$ cat config.mk
export PLATFORM = sky130hd
export DESIGN_NAME = ring_trip_detect
export DESIGN_NICKNAME = d
export VERILOG_FILES = /design/src/rtl/ring_trip_pkg.sv /design/src/rtl/ring_trip_detect.sv /design/src/rtl/trip_path.sv
export VERILOG_INCLUDE_DIRS = /design/src /design/src/rtl
export SDC_FILE = /design/constraint.sdc
export NUM_CORES = 2
export LEC_CHECK = 0
export ABC_AREA = 1
export BUFFER_PORTS_ARGS = -buffer_cell sky130_fd_sc_hd__buf_2
export CAP_MARGIN = 10
export CORE_MARGIN = 2
export CORE_UTILIZATION = 70
export DETAILED_ROUTE_END_ITERATION = 8
export GPL_ROUTABILITY_DRIVEN = 0
export PLACE_DENSITY = 0.95
export SLEW_MARGIN = 20
export SYNTH_ARGS = -nofsm -noshare
export SYNTH_HDL_FRONTEND = slang
export SYNTH_SLANG_ARGS = --single-unit
$ cat constraint.sdc
create_clock -name clk_sys_i -period 28.9 [get_ports clk_sys_i]
set_clock_uncertainty 0.15 [all_clocks]
set_input_delay 5.78 -clock clk_sys_i [delete_from_list [all_inputs] [get_ports clk_sys_i]]
set_output_delay 5.78 -clock clk_sys_i [all_outputs]
set_load 0.02 [all_outputs]
$ cat src/rtl/ring_trip_regs.svh
// Purpose: constants of the ring trip and settle block
// Assumes: 10 MHz system clock
// Notes:   byte address = 4 * index
// Summary of operation
// - ringing starts at programmed phase field
// - ac trip only above ac threshold
// - dc trip only above dc threshold
// - ac detection debounced by own interval
// - dc detection debounced, up to 40.96 s
// - loop current low-pass filtered before compare
// - common-mode detectors start settle boost
// - boost 1.25 ms per lsb, zero is 60 ms
// - all settings clear to zero on reset
`ifndef RING_TRIP_REGS_SVH
`define RING_TRIP_REGS_SVH
// clock and timing
`define CLK_PERIOD_NS      100
`define PHASE_LSB_NS       31250
`define DEBOUNCE_LSB_NS    625000
`define BOOST_LSB_NS       1250000
`define BOOST_DEFAULT_NS   60000000
// register indices
`define IDX_RING_PHASE     8'h3c
`define IDX_DC_THRESH      8'h3e
`define IDX_FILT_COEFF     8'h3f
`define IDX_AC_THRESH      8'h40
`define IDX_DC_DEBOUNCE    8'h41
`define IDX_AC_DEBOUNCE    8'h42
`define IDX_BOOST_TIMER    8'ha8
`define IDX_EVT_STATUS     8'hc0
`define IDX_EVT_MASK       8'hc1
`define IDX_LIVE_STATE     8'hc2
// fields
`define PHASE_MSB          15
`define PHASE_LSB          3
`define EVT_AC_TRIP        0
`define EVT_DC_TRIP        1
`define EVT_BOOST_START    2
`define EVT_BOOST_END      3
// reset values
`define RST_WORD           16'h0000
`define RST_EVT            4'h0
`endif

$ cat src/rtl/ring_trip_pkg.sv
// Purpose: types of the ring trip and settle block
// Assumes: constants live in ring_trip_regs.svh
// Notes:   all state travels as packed structs
package ring_trip_pkg;
  // software settings, all 16 bit
  typedef struct packed {
    logic [15:0] ring_start_phase;
    logic [15:0] dc_trip_threshold;
    logic [15:0] trip_filter_coeff;
    logic [15:0] ac_trip_threshold;
    logic [15:0] dc_trip_debounce;
    logic [15:0] ac_trip_debounce;
    logic [15:0] settle_boost_timer;
  } cfg_t;
  // one detection path
  typedef struct packed {
    logic [15:0] filt;
    logic [15:0] count;
    logic        detect;
  } path_state_t;
  // whole block
  typedef struct packed {
    cfg_t        cfg;
    logic [3:0]  status;
    logic [3:0]  mask;
    logic        irq;
    logic        waitreq;
    logic [31:0] rdata;
    logic [1:0]  cm_hi_sync;
    logic [1:0]  cm_lo_sync;
    logic        cm_prev;
    logic [15:0] db_prescale;
    logic        db_tick;
    logic [15:0] boost_prescale;
    logic [15:0] boost_left;
    logic        boost;
    logic [12:0] phase;
    logic        phase_load;
    logic        trip;
    logic        ac_prev;
    logic        dc_prev;
  } top_state_t;
endpackage

$ cat src/rtl/ring_trip_detect.sv
// Purpose: ring trip detection, ringing phase and settle boost
// Assumes: Avalon-MM slave, byte addressing, one word per register
// Notes:   every access completes one cycle after it is seen
//
// The Avalon-MM interface to the registers is this design's own decision.
`include "ring_trip_regs.svh"
module ring_trip_detect #(
  parameter int DB_TICK_CYCLES    = `DEBOUNCE_LSB_NS / `CLK_PERIOD_NS,
  parameter int BOOST_TICK_CYCLES = `BOOST_LSB_NS / `CLK_PERIOD_NS
) (
  input  wire logic        clk_sys_i,
  input  wire logic        reset_n_i,
  input  wire logic [9:0]  avs_address_i,
  input  wire logic        avs_read_i,
  input  wire logic        avs_write_i,
  input  wire logic [31:0] avs_writedata_i,
  output logic [31:0]      avs_readdata_o,
  output logic             avs_waitrequest_o,
  input  wire logic [15:0] ac_current_i,
  input  wire logic [15:0] dc_current_i,
  input  wire logic        current_valid_i,
  input  wire logic        common_mode_high_detect_i,
  input  wire logic        common_mode_low_detect_i,
  input  wire logic        ring_start_i,
  output logic [12:0]      ring_phase_o,
  output logic             ring_phase_load_o,
  output logic             settle_boost_o,
  output logic             ring_trip_o,
  output logic             irq_o
);
  ////////////////////////////////////////////////////////////////////
  // constants
  // boost periods in lsb units
  localparam logic [15:0] BOOST_DEFAULT_LSB =
    16'(`BOOST_DEFAULT_NS / `BOOST_LSB_NS);
  localparam logic [15:0] DB_TICK_LAST    = 16'(DB_TICK_CYCLES - 1);
  localparam logic [15:0] BOOST_TICK_LAST = 16'(BOOST_TICK_CYCLES - 1);

  ////////////////////////////////////////////////////////////////////
  // declarations
  ring_trip_pkg::top_state_t st_reg;    // registered state
  ring_trip_pkg::top_state_t st_next;   // next state
  logic        req;                     // read or write pending
  logic        done;                    // access completes this edge
  logic [7:0]  idx;                     // word index from address
  logic        ac_detect;               // ac path tripped
  logic        dc_detect;               // dc path tripped
  logic        cm_fire;                 // new common-mode detection
  logic [3:0]  evt;                     // events of this cycle
  logic [15:0] wr16;                    // low half of write data

  ////////////////////////////////////////////////////////////////////
  // helpers
  // true when the index names a register
  function automatic logic mapped(input logic [7:0] i);
    case (i)
      `IDX_RING_PHASE, `IDX_DC_THRESH, `IDX_FILT_COEFF,
      `IDX_AC_THRESH, `IDX_DC_DEBOUNCE, `IDX_AC_DEBOUNCE,
      `IDX_BOOST_TIMER, `IDX_EVT_STATUS, `IDX_EVT_MASK,
      `IDX_LIVE_STATE: mapped = 1'b1;
      default:         mapped = 1'b0;
    endcase
  endfunction

  // boost length in lsb, zero means the default period
  function automatic logic [15:0] boost_len(input logic [15:0] v);
    boost_len = (v == 16'h0000) ? BOOST_DEFAULT_LSB : v;
  endfunction

  ////////////////////////////////////////////////////////////////////
  // detection paths
  // ac loop current
  trip_path u_ac_path (
    .clk_sys_i      (clk_sys_i),
    .reset_n_i      (reset_n_i),
    .sample_i       (ac_current_i),
    .sample_valid_i (current_valid_i),
    .coeff_i        (st_reg.cfg.trip_filter_coeff),
    .threshold_i    (st_reg.cfg.ac_trip_threshold),
    .interval_i     (st_reg.cfg.ac_trip_debounce),
    .tick_i         (st_reg.db_tick),
    .detect_o       (ac_detect)
  );

  // dc loop current
  trip_path u_dc_path (
    .clk_sys_i      (clk_sys_i),
    .reset_n_i      (reset_n_i),
    .sample_i       (dc_current_i),
    .sample_valid_i (current_valid_i),
    .coeff_i        (st_reg.cfg.trip_filter_coeff),
    .threshold_i    (st_reg.cfg.dc_trip_threshold),
    .interval_i     (st_reg.cfg.dc_trip_debounce),
    .tick_i         (st_reg.db_tick),
    .detect_o       (dc_detect)
  );

  ////////////////////////////////////////////////////////////////////
  // bus decode
  // a request is served once: wait drops, then rises again
  assign req  = avs_read_i | avs_write_i;
  assign done = req & ~st_reg.waitreq;
  assign idx  = avs_address_i[9:2];
  assign wr16 = avs_writedata_i[15:0];

  ////////////////////////////////////////////////////////////////////
  // next state
  always_comb begin
    st_next = st_reg;
    evt     = 4'h0;
    cm_fire = 1'b0;

    // synchronisers for the analogue detectors
    st_next.cm_hi_sync = {st_reg.cm_hi_sync[0], common_mode_high_detect_i};
    st_next.cm_lo_sync = {st_reg.cm_lo_sync[0], common_mode_low_detect_i};
    st_next.cm_prev    = st_reg.cm_hi_sync[1] | st_reg.cm_lo_sync[1];
    cm_fire = (st_reg.cm_hi_sync[1] | st_reg.cm_lo_sync[1]) & ~st_reg.cm_prev;

    // free running debounce tick
    st_next.db_tick = 1'b0;
    if (st_reg.db_prescale >= DB_TICK_LAST) begin
      st_next.db_prescale = 16'h0000;
      st_next.db_tick     = 1'b1;
    end else begin
      st_next.db_prescale = st_reg.db_prescale + 16'h0001;
    end

    // ringing start loads the programmed phase
    st_next.phase_load = ring_start_i;
    if (ring_start_i) begin
      st_next.phase = st_reg.cfg.ring_start_phase[`PHASE_MSB:`PHASE_LSB];
    end

    // settle boost timer
    if (cm_fire) begin
      st_next.boost          = 1'b1;
      st_next.boost_prescale = 16'h0000;
      st_next.boost_left     = boost_len(st_reg.cfg.settle_boost_timer);
      evt[`EVT_BOOST_START]  = 1'b1;
    end else if (st_reg.boost) begin
      // count lsb periods down
      if (st_reg.boost_prescale >= BOOST_TICK_LAST) begin
        st_next.boost_prescale = 16'h0000;
        st_next.boost_left     = st_reg.boost_left - 16'h0001;
        if (st_reg.boost_left <= 16'h0001) begin
          st_next.boost         = 1'b0;
          evt[`EVT_BOOST_END]   = 1'b1;
        end
      end else begin
        st_next.boost_prescale = st_reg.boost_prescale + 16'h0001;
      end
    end

    // ring trip indication
    st_next.trip    = ac_detect | dc_detect;
    st_next.ac_prev = ac_detect;
    st_next.dc_prev = dc_detect;
    evt[`EVT_AC_TRIP] = ac_detect & ~st_reg.ac_prev;
    evt[`EVT_DC_TRIP] = dc_detect & ~st_reg.dc_prev;

    // bus handshake: answer one cycle after a request is seen
    st_next.waitreq = ~(req & st_reg.waitreq);
    if (req && st_reg.waitreq) begin
      // read data stands from this edge on
      st_next.rdata = 32'h0000_0000;
      case (idx)
        `IDX_RING_PHASE:  st_next.rdata[15:0] = st_reg.cfg.ring_start_phase;
        `IDX_DC_THRESH:   st_next.rdata[15:0] = st_reg.cfg.dc_trip_threshold;
        `IDX_FILT_COEFF:  st_next.rdata[15:0] = st_reg.cfg.trip_filter_coeff;
        `IDX_AC_THRESH:   st_next.rdata[15:0] = st_reg.cfg.ac_trip_threshold;
        `IDX_DC_DEBOUNCE: st_next.rdata[15:0] = st_reg.cfg.dc_trip_debounce;
        `IDX_AC_DEBOUNCE: st_next.rdata[15:0] = st_reg.cfg.ac_trip_debounce;
        `IDX_BOOST_TIMER: st_next.rdata[15:0] = st_reg.cfg.settle_boost_timer;
        `IDX_EVT_STATUS:  st_next.rdata[3:0]  = st_reg.status;
        `IDX_EVT_MASK:    st_next.rdata[3:0]  = st_reg.mask;
        // live: trip, ac, dc, boost
        `IDX_LIVE_STATE:  st_next.rdata[3:0]  =
          {st_reg.boost, dc_detect, ac_detect, st_reg.trip};
        // unmapped reads as zero
        default:          st_next.rdata = 32'h0000_0000;
      endcase
    end

    // writes take effect at the completing edge
    if (done && avs_write_i && mapped(idx)) begin
      case (idx)
        `IDX_RING_PHASE:  st_next.cfg.ring_start_phase   = wr16;
        `IDX_DC_THRESH:   st_next.cfg.dc_trip_threshold  = wr16;
        `IDX_FILT_COEFF:  st_next.cfg.trip_filter_coeff  = wr16;
        `IDX_AC_THRESH:   st_next.cfg.ac_trip_threshold  = wr16;
        `IDX_DC_DEBOUNCE: st_next.cfg.dc_trip_debounce   = wr16;
        `IDX_AC_DEBOUNCE: st_next.cfg.ac_trip_debounce   = wr16;
        `IDX_BOOST_TIMER: st_next.cfg.settle_boost_timer = wr16;
        // write one to clear
        `IDX_EVT_STATUS:  st_next.status = st_reg.status & ~wr16[3:0];
        `IDX_EVT_MASK:    st_next.mask   = wr16[3:0];
        // live state is read only
        default:          st_next.status = st_next.status;
      endcase
    end

    // new events win over a clear in the same cycle
    st_next.status = st_next.status | evt;
    st_next.irq    = |(st_reg.status & st_reg.mask);
  end

  ////////////////////////////////////////////////////////////////////
  // state register
  always_ff @(posedge clk_sys_i) begin
    if (!reset_n_i) begin
      st_reg         <= '0;
      st_reg.waitreq <= 1'b1;
    end else begin
      st_reg <= st_next;
    end
  end

  ////////////////////////////////////////////////////////////////////
  // outputs
  assign avs_readdata_o    = st_reg.rdata;
  assign avs_waitrequest_o = st_reg.waitreq;
  assign ring_phase_o      = st_reg.phase;
  assign ring_phase_load_o = st_reg.phase_load;
  assign settle_boost_o    = st_reg.boost;
  assign ring_trip_o       = st_reg.trip;
  assign irq_o             = st_reg.irq;
endmodule

$ cat src/rtl/trip_path.sv
// Purpose: filter, compare and debounce of one loop-current path
// Assumes: samples on the system clock with a valid strobe
// Notes:   a zero coefficient freezes the filter output
`include "ring_trip_regs.svh"
module trip_path (
  input  wire logic        clk_sys_i,
  input  wire logic        reset_n_i,
  input  wire logic [15:0] sample_i,
  input  wire logic        sample_valid_i,
  input  wire logic [15:0] coeff_i,
  input  wire logic [15:0] threshold_i,
  input  wire logic [15:0] interval_i,
  input  wire logic        tick_i,
  output logic             detect_o
);
  ring_trip_pkg::path_state_t st_reg;   // registered state
  ring_trip_pkg::path_state_t st_next;  // next state
  logic signed [16:0] diff;             // sample minus filter
  logic signed [33:0] prod;             // diff times coefficient
  logic               above;            // filtered value over threshold
  ////////////////////////////////////////////////////////////////////
  // first order low-pass, compare, debounce
  always_comb begin
    st_next = st_reg;
    diff    = $signed({1'b0, sample_i}) - $signed({1'b0, st_reg.filt});
    prod    = diff * $signed({1'b0, coeff_i});
    above   = st_reg.filt > threshold_i;
    if (sample_valid_i) begin
      st_next.filt = st_reg.filt + prod[31:16];
    end
    if (!above) begin
      st_next.count  = 16'h0000;
      st_next.detect = 1'b0;
    end else begin
      if (tick_i && st_reg.count < interval_i) begin
        st_next.count = st_reg.count + 16'h0001;
      end
      st_next.detect = st_reg.count >= interval_i;
    end
  end
  // register the state
  always_ff @(posedge clk_sys_i) begin
    if (!reset_n_i) begin
      st_reg <= '0;
    end else begin
      st_reg <= st_next;
    end
  end
  assign detect_o = st_reg.detect;
endmodule

==> impl_summary.txt <==
----------------------------------------------------
[Critical path]
  Path type of the worst setup path ... input pin to register
  Peak fanout along the critical path ... 9
  Startpoint kind of the worst setup timing path ... input pin
  Arrival time worst endpoint ... 15.74 ns
  Crit. End Element ... register
  Data required, critical path ... 29.29 ns
  CP max-delay cell ... sky130_fd_sc_hd__a21boi_0
  Slowest Stage Delay on Critical Path ... 0.58 ns

[Yosys]
  Synthesized area per cell ... 7.525 sq um
  Register bit count reported by yosys ... 276
  Gate count of the mapped netlist ... 4896
  Fraction of synthesized cell area taken by the top area cell type ... 0.2901
  Synth area leader ... sky130_fd_sc_hd__fa_1
  Async set-or-reset flop fraction in the synthesized netlist ... 0
  EDFF count, synth ... 0
  Commonest register cell after synthesis ... sky130_fd_sc_hd__dfxtp_1
  Count of unique library cells instantiated by Yosys ... 63
  Combined area of all synthesized cells ... 36840 sq um
  Total of warnings raised by yosys ... 0
  Seq/Total Area, Yosys ... 0.1500
  Synth area leaders ... sky130_fd_sc_hd__fa_1 29%, sky130_fd_sc_hd__dfxtp_1 15%, sky130_fd_sc_hd__inv_1 11%

[Routing]
  DR WL/cell ... 20.15 um
  First drt pass iteration count ... 9
  Post-route DRC violation count ... 14
  Iteration-0 DRC count of the detailed router ... 4921
  Via-to-Cell Ratio ... 6.199
  Final wirelength ... 112700 um
  Number of vias after detailed routing ... 34.68k
  Number of nets still failing antenna checks after routing ... 0

[Placement]
  Placed Instances ... 5539
  Total of buffers placed on input and output ports ... 97
  Final HPWL from detailed placement ... 84180 um

[Power and ir drop]
  Total power ... 985.2 uW
  Leakage power ... 0.01940 uW
  Max VDD drop ... 0.05327 mV
  Power Dens Cells ... 25.56 nW/um^2

[GRT]
  Number of global-route vias before repair ... 35.63k
  Total overflow reported by the global router ... 0
  Pin count of the biggest net entering global routing ... 76
  GRT Resource Usage Total ... 0.4216
  Initial antenna violation count ... 2
  First-pass GRT wire length ... 178200 um

[Run status]
  Failing checks ... design-rule violations
  Run status ... finished, violations left

[Clocking]
  Number of H-tree levels ... 1
  # resized after CTS ... 0
  Max Buffers Root-to-Sink ... 3
  Clock edge transition at the registers on the reported setup and hold paths ... 0.08 ns
  Setup bufs post-CTS ... 0
  Root cell of the clock tree ... sky130_fd_sc_hd__clkbuf_16
  # hold bufs at CTS ... 0
  Total number of clock tree sinks ... 276
  Total clock buffers created by CTS ... 28
  TritonCTS clock tree ... yes
  Clock Latency Late Sink ... 0.63 ns

[Timing]
  Number of failing setup endpoints in the final timing report ... 0
  Post-route setup TNS ... 0 ns
  Total count of max-transition violations in the final report ... 0
  Remaining max-slew budget at the tightest pin ... 0.2838
  Fin. Hold Viols ... 0
  Slew at the pin closest to its max-slew limit ... 1.071 ns
  Unrepaired setup endpoints after global routing ... no
  Min Clock Period, post-route ... 15.35 ns
  Max frequency ... 65.13 MHz
  Final worst-path cycle share ... 0.5313
  Hold slack ... 0.2708 ns

[Floorplanning]
  Starting Density ... 0.7039
  Die boundary width ... 233.4 um
  DIE AREA ... 54480 sq um
  Number of ports placed on the die boundary ... 132
  Core area ... 52340 sq um
  Row cnt ... 84
  Height of the die ... 233.4 um

[Finish]
  Register cell area after layout ... 5525 sq um
  Area Growth Syn to Fin ... 4.605%
  Final instance count without filler cells ... 5594
  Share of cells above drive strength 1 ... 0.05221
  Filler cell count ... 3348
  Net count reported at finish ... 5797
  Area of the multi-input gates ... 26290 sq um
  Flip-flop count of the largest register, all copies and words added ... 174

[Run]
  Max-Cap Viols ... 0

[Worst hold path]
  Hold WC Path Type ... register to register

----------------------------------------------------
==> Yosys cell counts (30+ instances only) <==
| cell | number |
|---|---|
| sky130_fd_sc_hd__or2_2 | 30 |
| sky130_fd_sc_hd__o22ai_1 | 40 |
| sky130_fd_sc_hd__o21ai_0 | 120 |
| sky130_fd_sc_hd__nor2_1 | 483 |
| sky130_fd_sc_hd__ha_1 | 300 |
| sky130_fd_sc_hd__clkbuf_1 | 109 |
| sky130_fd_sc_hd__a21oi_1 | 339 |
| sky130_fd_sc_hd__nor3_1 | 39 |
| sky130_fd_sc_hd__nand2_1 | 902 |
| sky130_fd_sc_hd__xor2_1 | 57 |
| sky130_fd_sc_hd__fa_1 | 534 |
| sky130_fd_sc_hd__nand3_1 | 218 |
| sky130_fd_sc_hd__buf_4 | 55 |
| sky130_fd_sc_hd__inv_1 | 1071 |
| sky130_fd_sc_hd__xnor2_1 | 32 |
| sky130_fd_sc_hd__dfxtp_1 | 276 |
==> cells by family after synthesis <==
family | after synthesis | synth area share
buffers and inverters | 1298 | 0.1388
AND/OR/NAND/NOR | 1776 | 0.2028
other | 1 | 0.0001018
AO/OA/AOI/OAI | 620 | 0.09431
flip-flops | 276 | 0.1500
adder cells (fa/ha/maj) | 834 | 0.3920
XOR/XNOR | 91 | 0.02204
==> worst paths after layout <==
check | from | endpoint | slack, ns | cells past startpoint
min reg2reg | st_reg[0] | st_reg[111] | 0.27 | 1
max reg2reg | u_ac_path.st_reg[17] | u_ac_path.st_reg[32] | 18.46 | 44
min | st_reg[0] | st_reg[111] | 0.27 | 1
max | ac_current_i[0] | u_ac_path.st_reg[32] | 13.55 | 46
==> final cells by class <==
class | instances | share of cell area
inverters | 1103 | 0.1075
clock buffers | 35 | 0.01964
repair buffers | 132 | 0.01941
well taps | 688 | 0.02234
multi-input cells | 3340 | 0.6821
clock inverters | 17 | 0.005486
flip-flops and latches | 276 | 0.1434
diodes | 3 | 0.0001948
==> metal layers <==
metal,vias to the layer above,global-route usage,share of wire,wire length [um]
met5,-,0,0,0
met4,0,0.3572,0.11,12080
li1,14933,-,-,-
met2,2801,0.6481,0.43,49010
met3,1015,0.1453,0.14,16280
met1,15931,0.4706,0.31,35320
==> critical path, delay by kind of cell <==
family,cells,cell delay (ns)
simple gates,16,1.95
buf+inv,10,0.98
fa+ha+maj,10,4.43
compound gates,9,2.51
xor+xnor,1,0.08
==> power breakdown <==
part	internal, uW	switching (uW)
sequential	388	8.58
clock	210	182
combinational	44.9	152
==> per-stage QoR <==
stage	area, sq um	utilization	setup WS [ns]
2_1_floorplan	36910	-	14.99
6_report	38540	0.7364	13.55
3_3_place_gp	37550	0.7174	13.47
3_5_place_dp	37550	0.7174	13.20
5_1_grt	38530	0.7362	13.02
4_1_cts	38520	0.7359	13.83
==> placed cells by master (no fill, tap or decap), drive strengths merged, types with 10 or more instances in the layout <==
master	n
inv	1094
nand2	904
fa	534
nor2	487
a21oi	339
ha	300
dfxtp	276
nand3	226
o21ai	132
buf	132
xor2	58
nor3	44
o22ai	40
clkbuf	35
or2	34
xnor2	33
nand4	29
nor4	28
clkinv	22
conb	19
o211ai	15
nor3b	15
o21a	14
o21bai	10
a21o	10
Power figures use the tool's default switching activity.
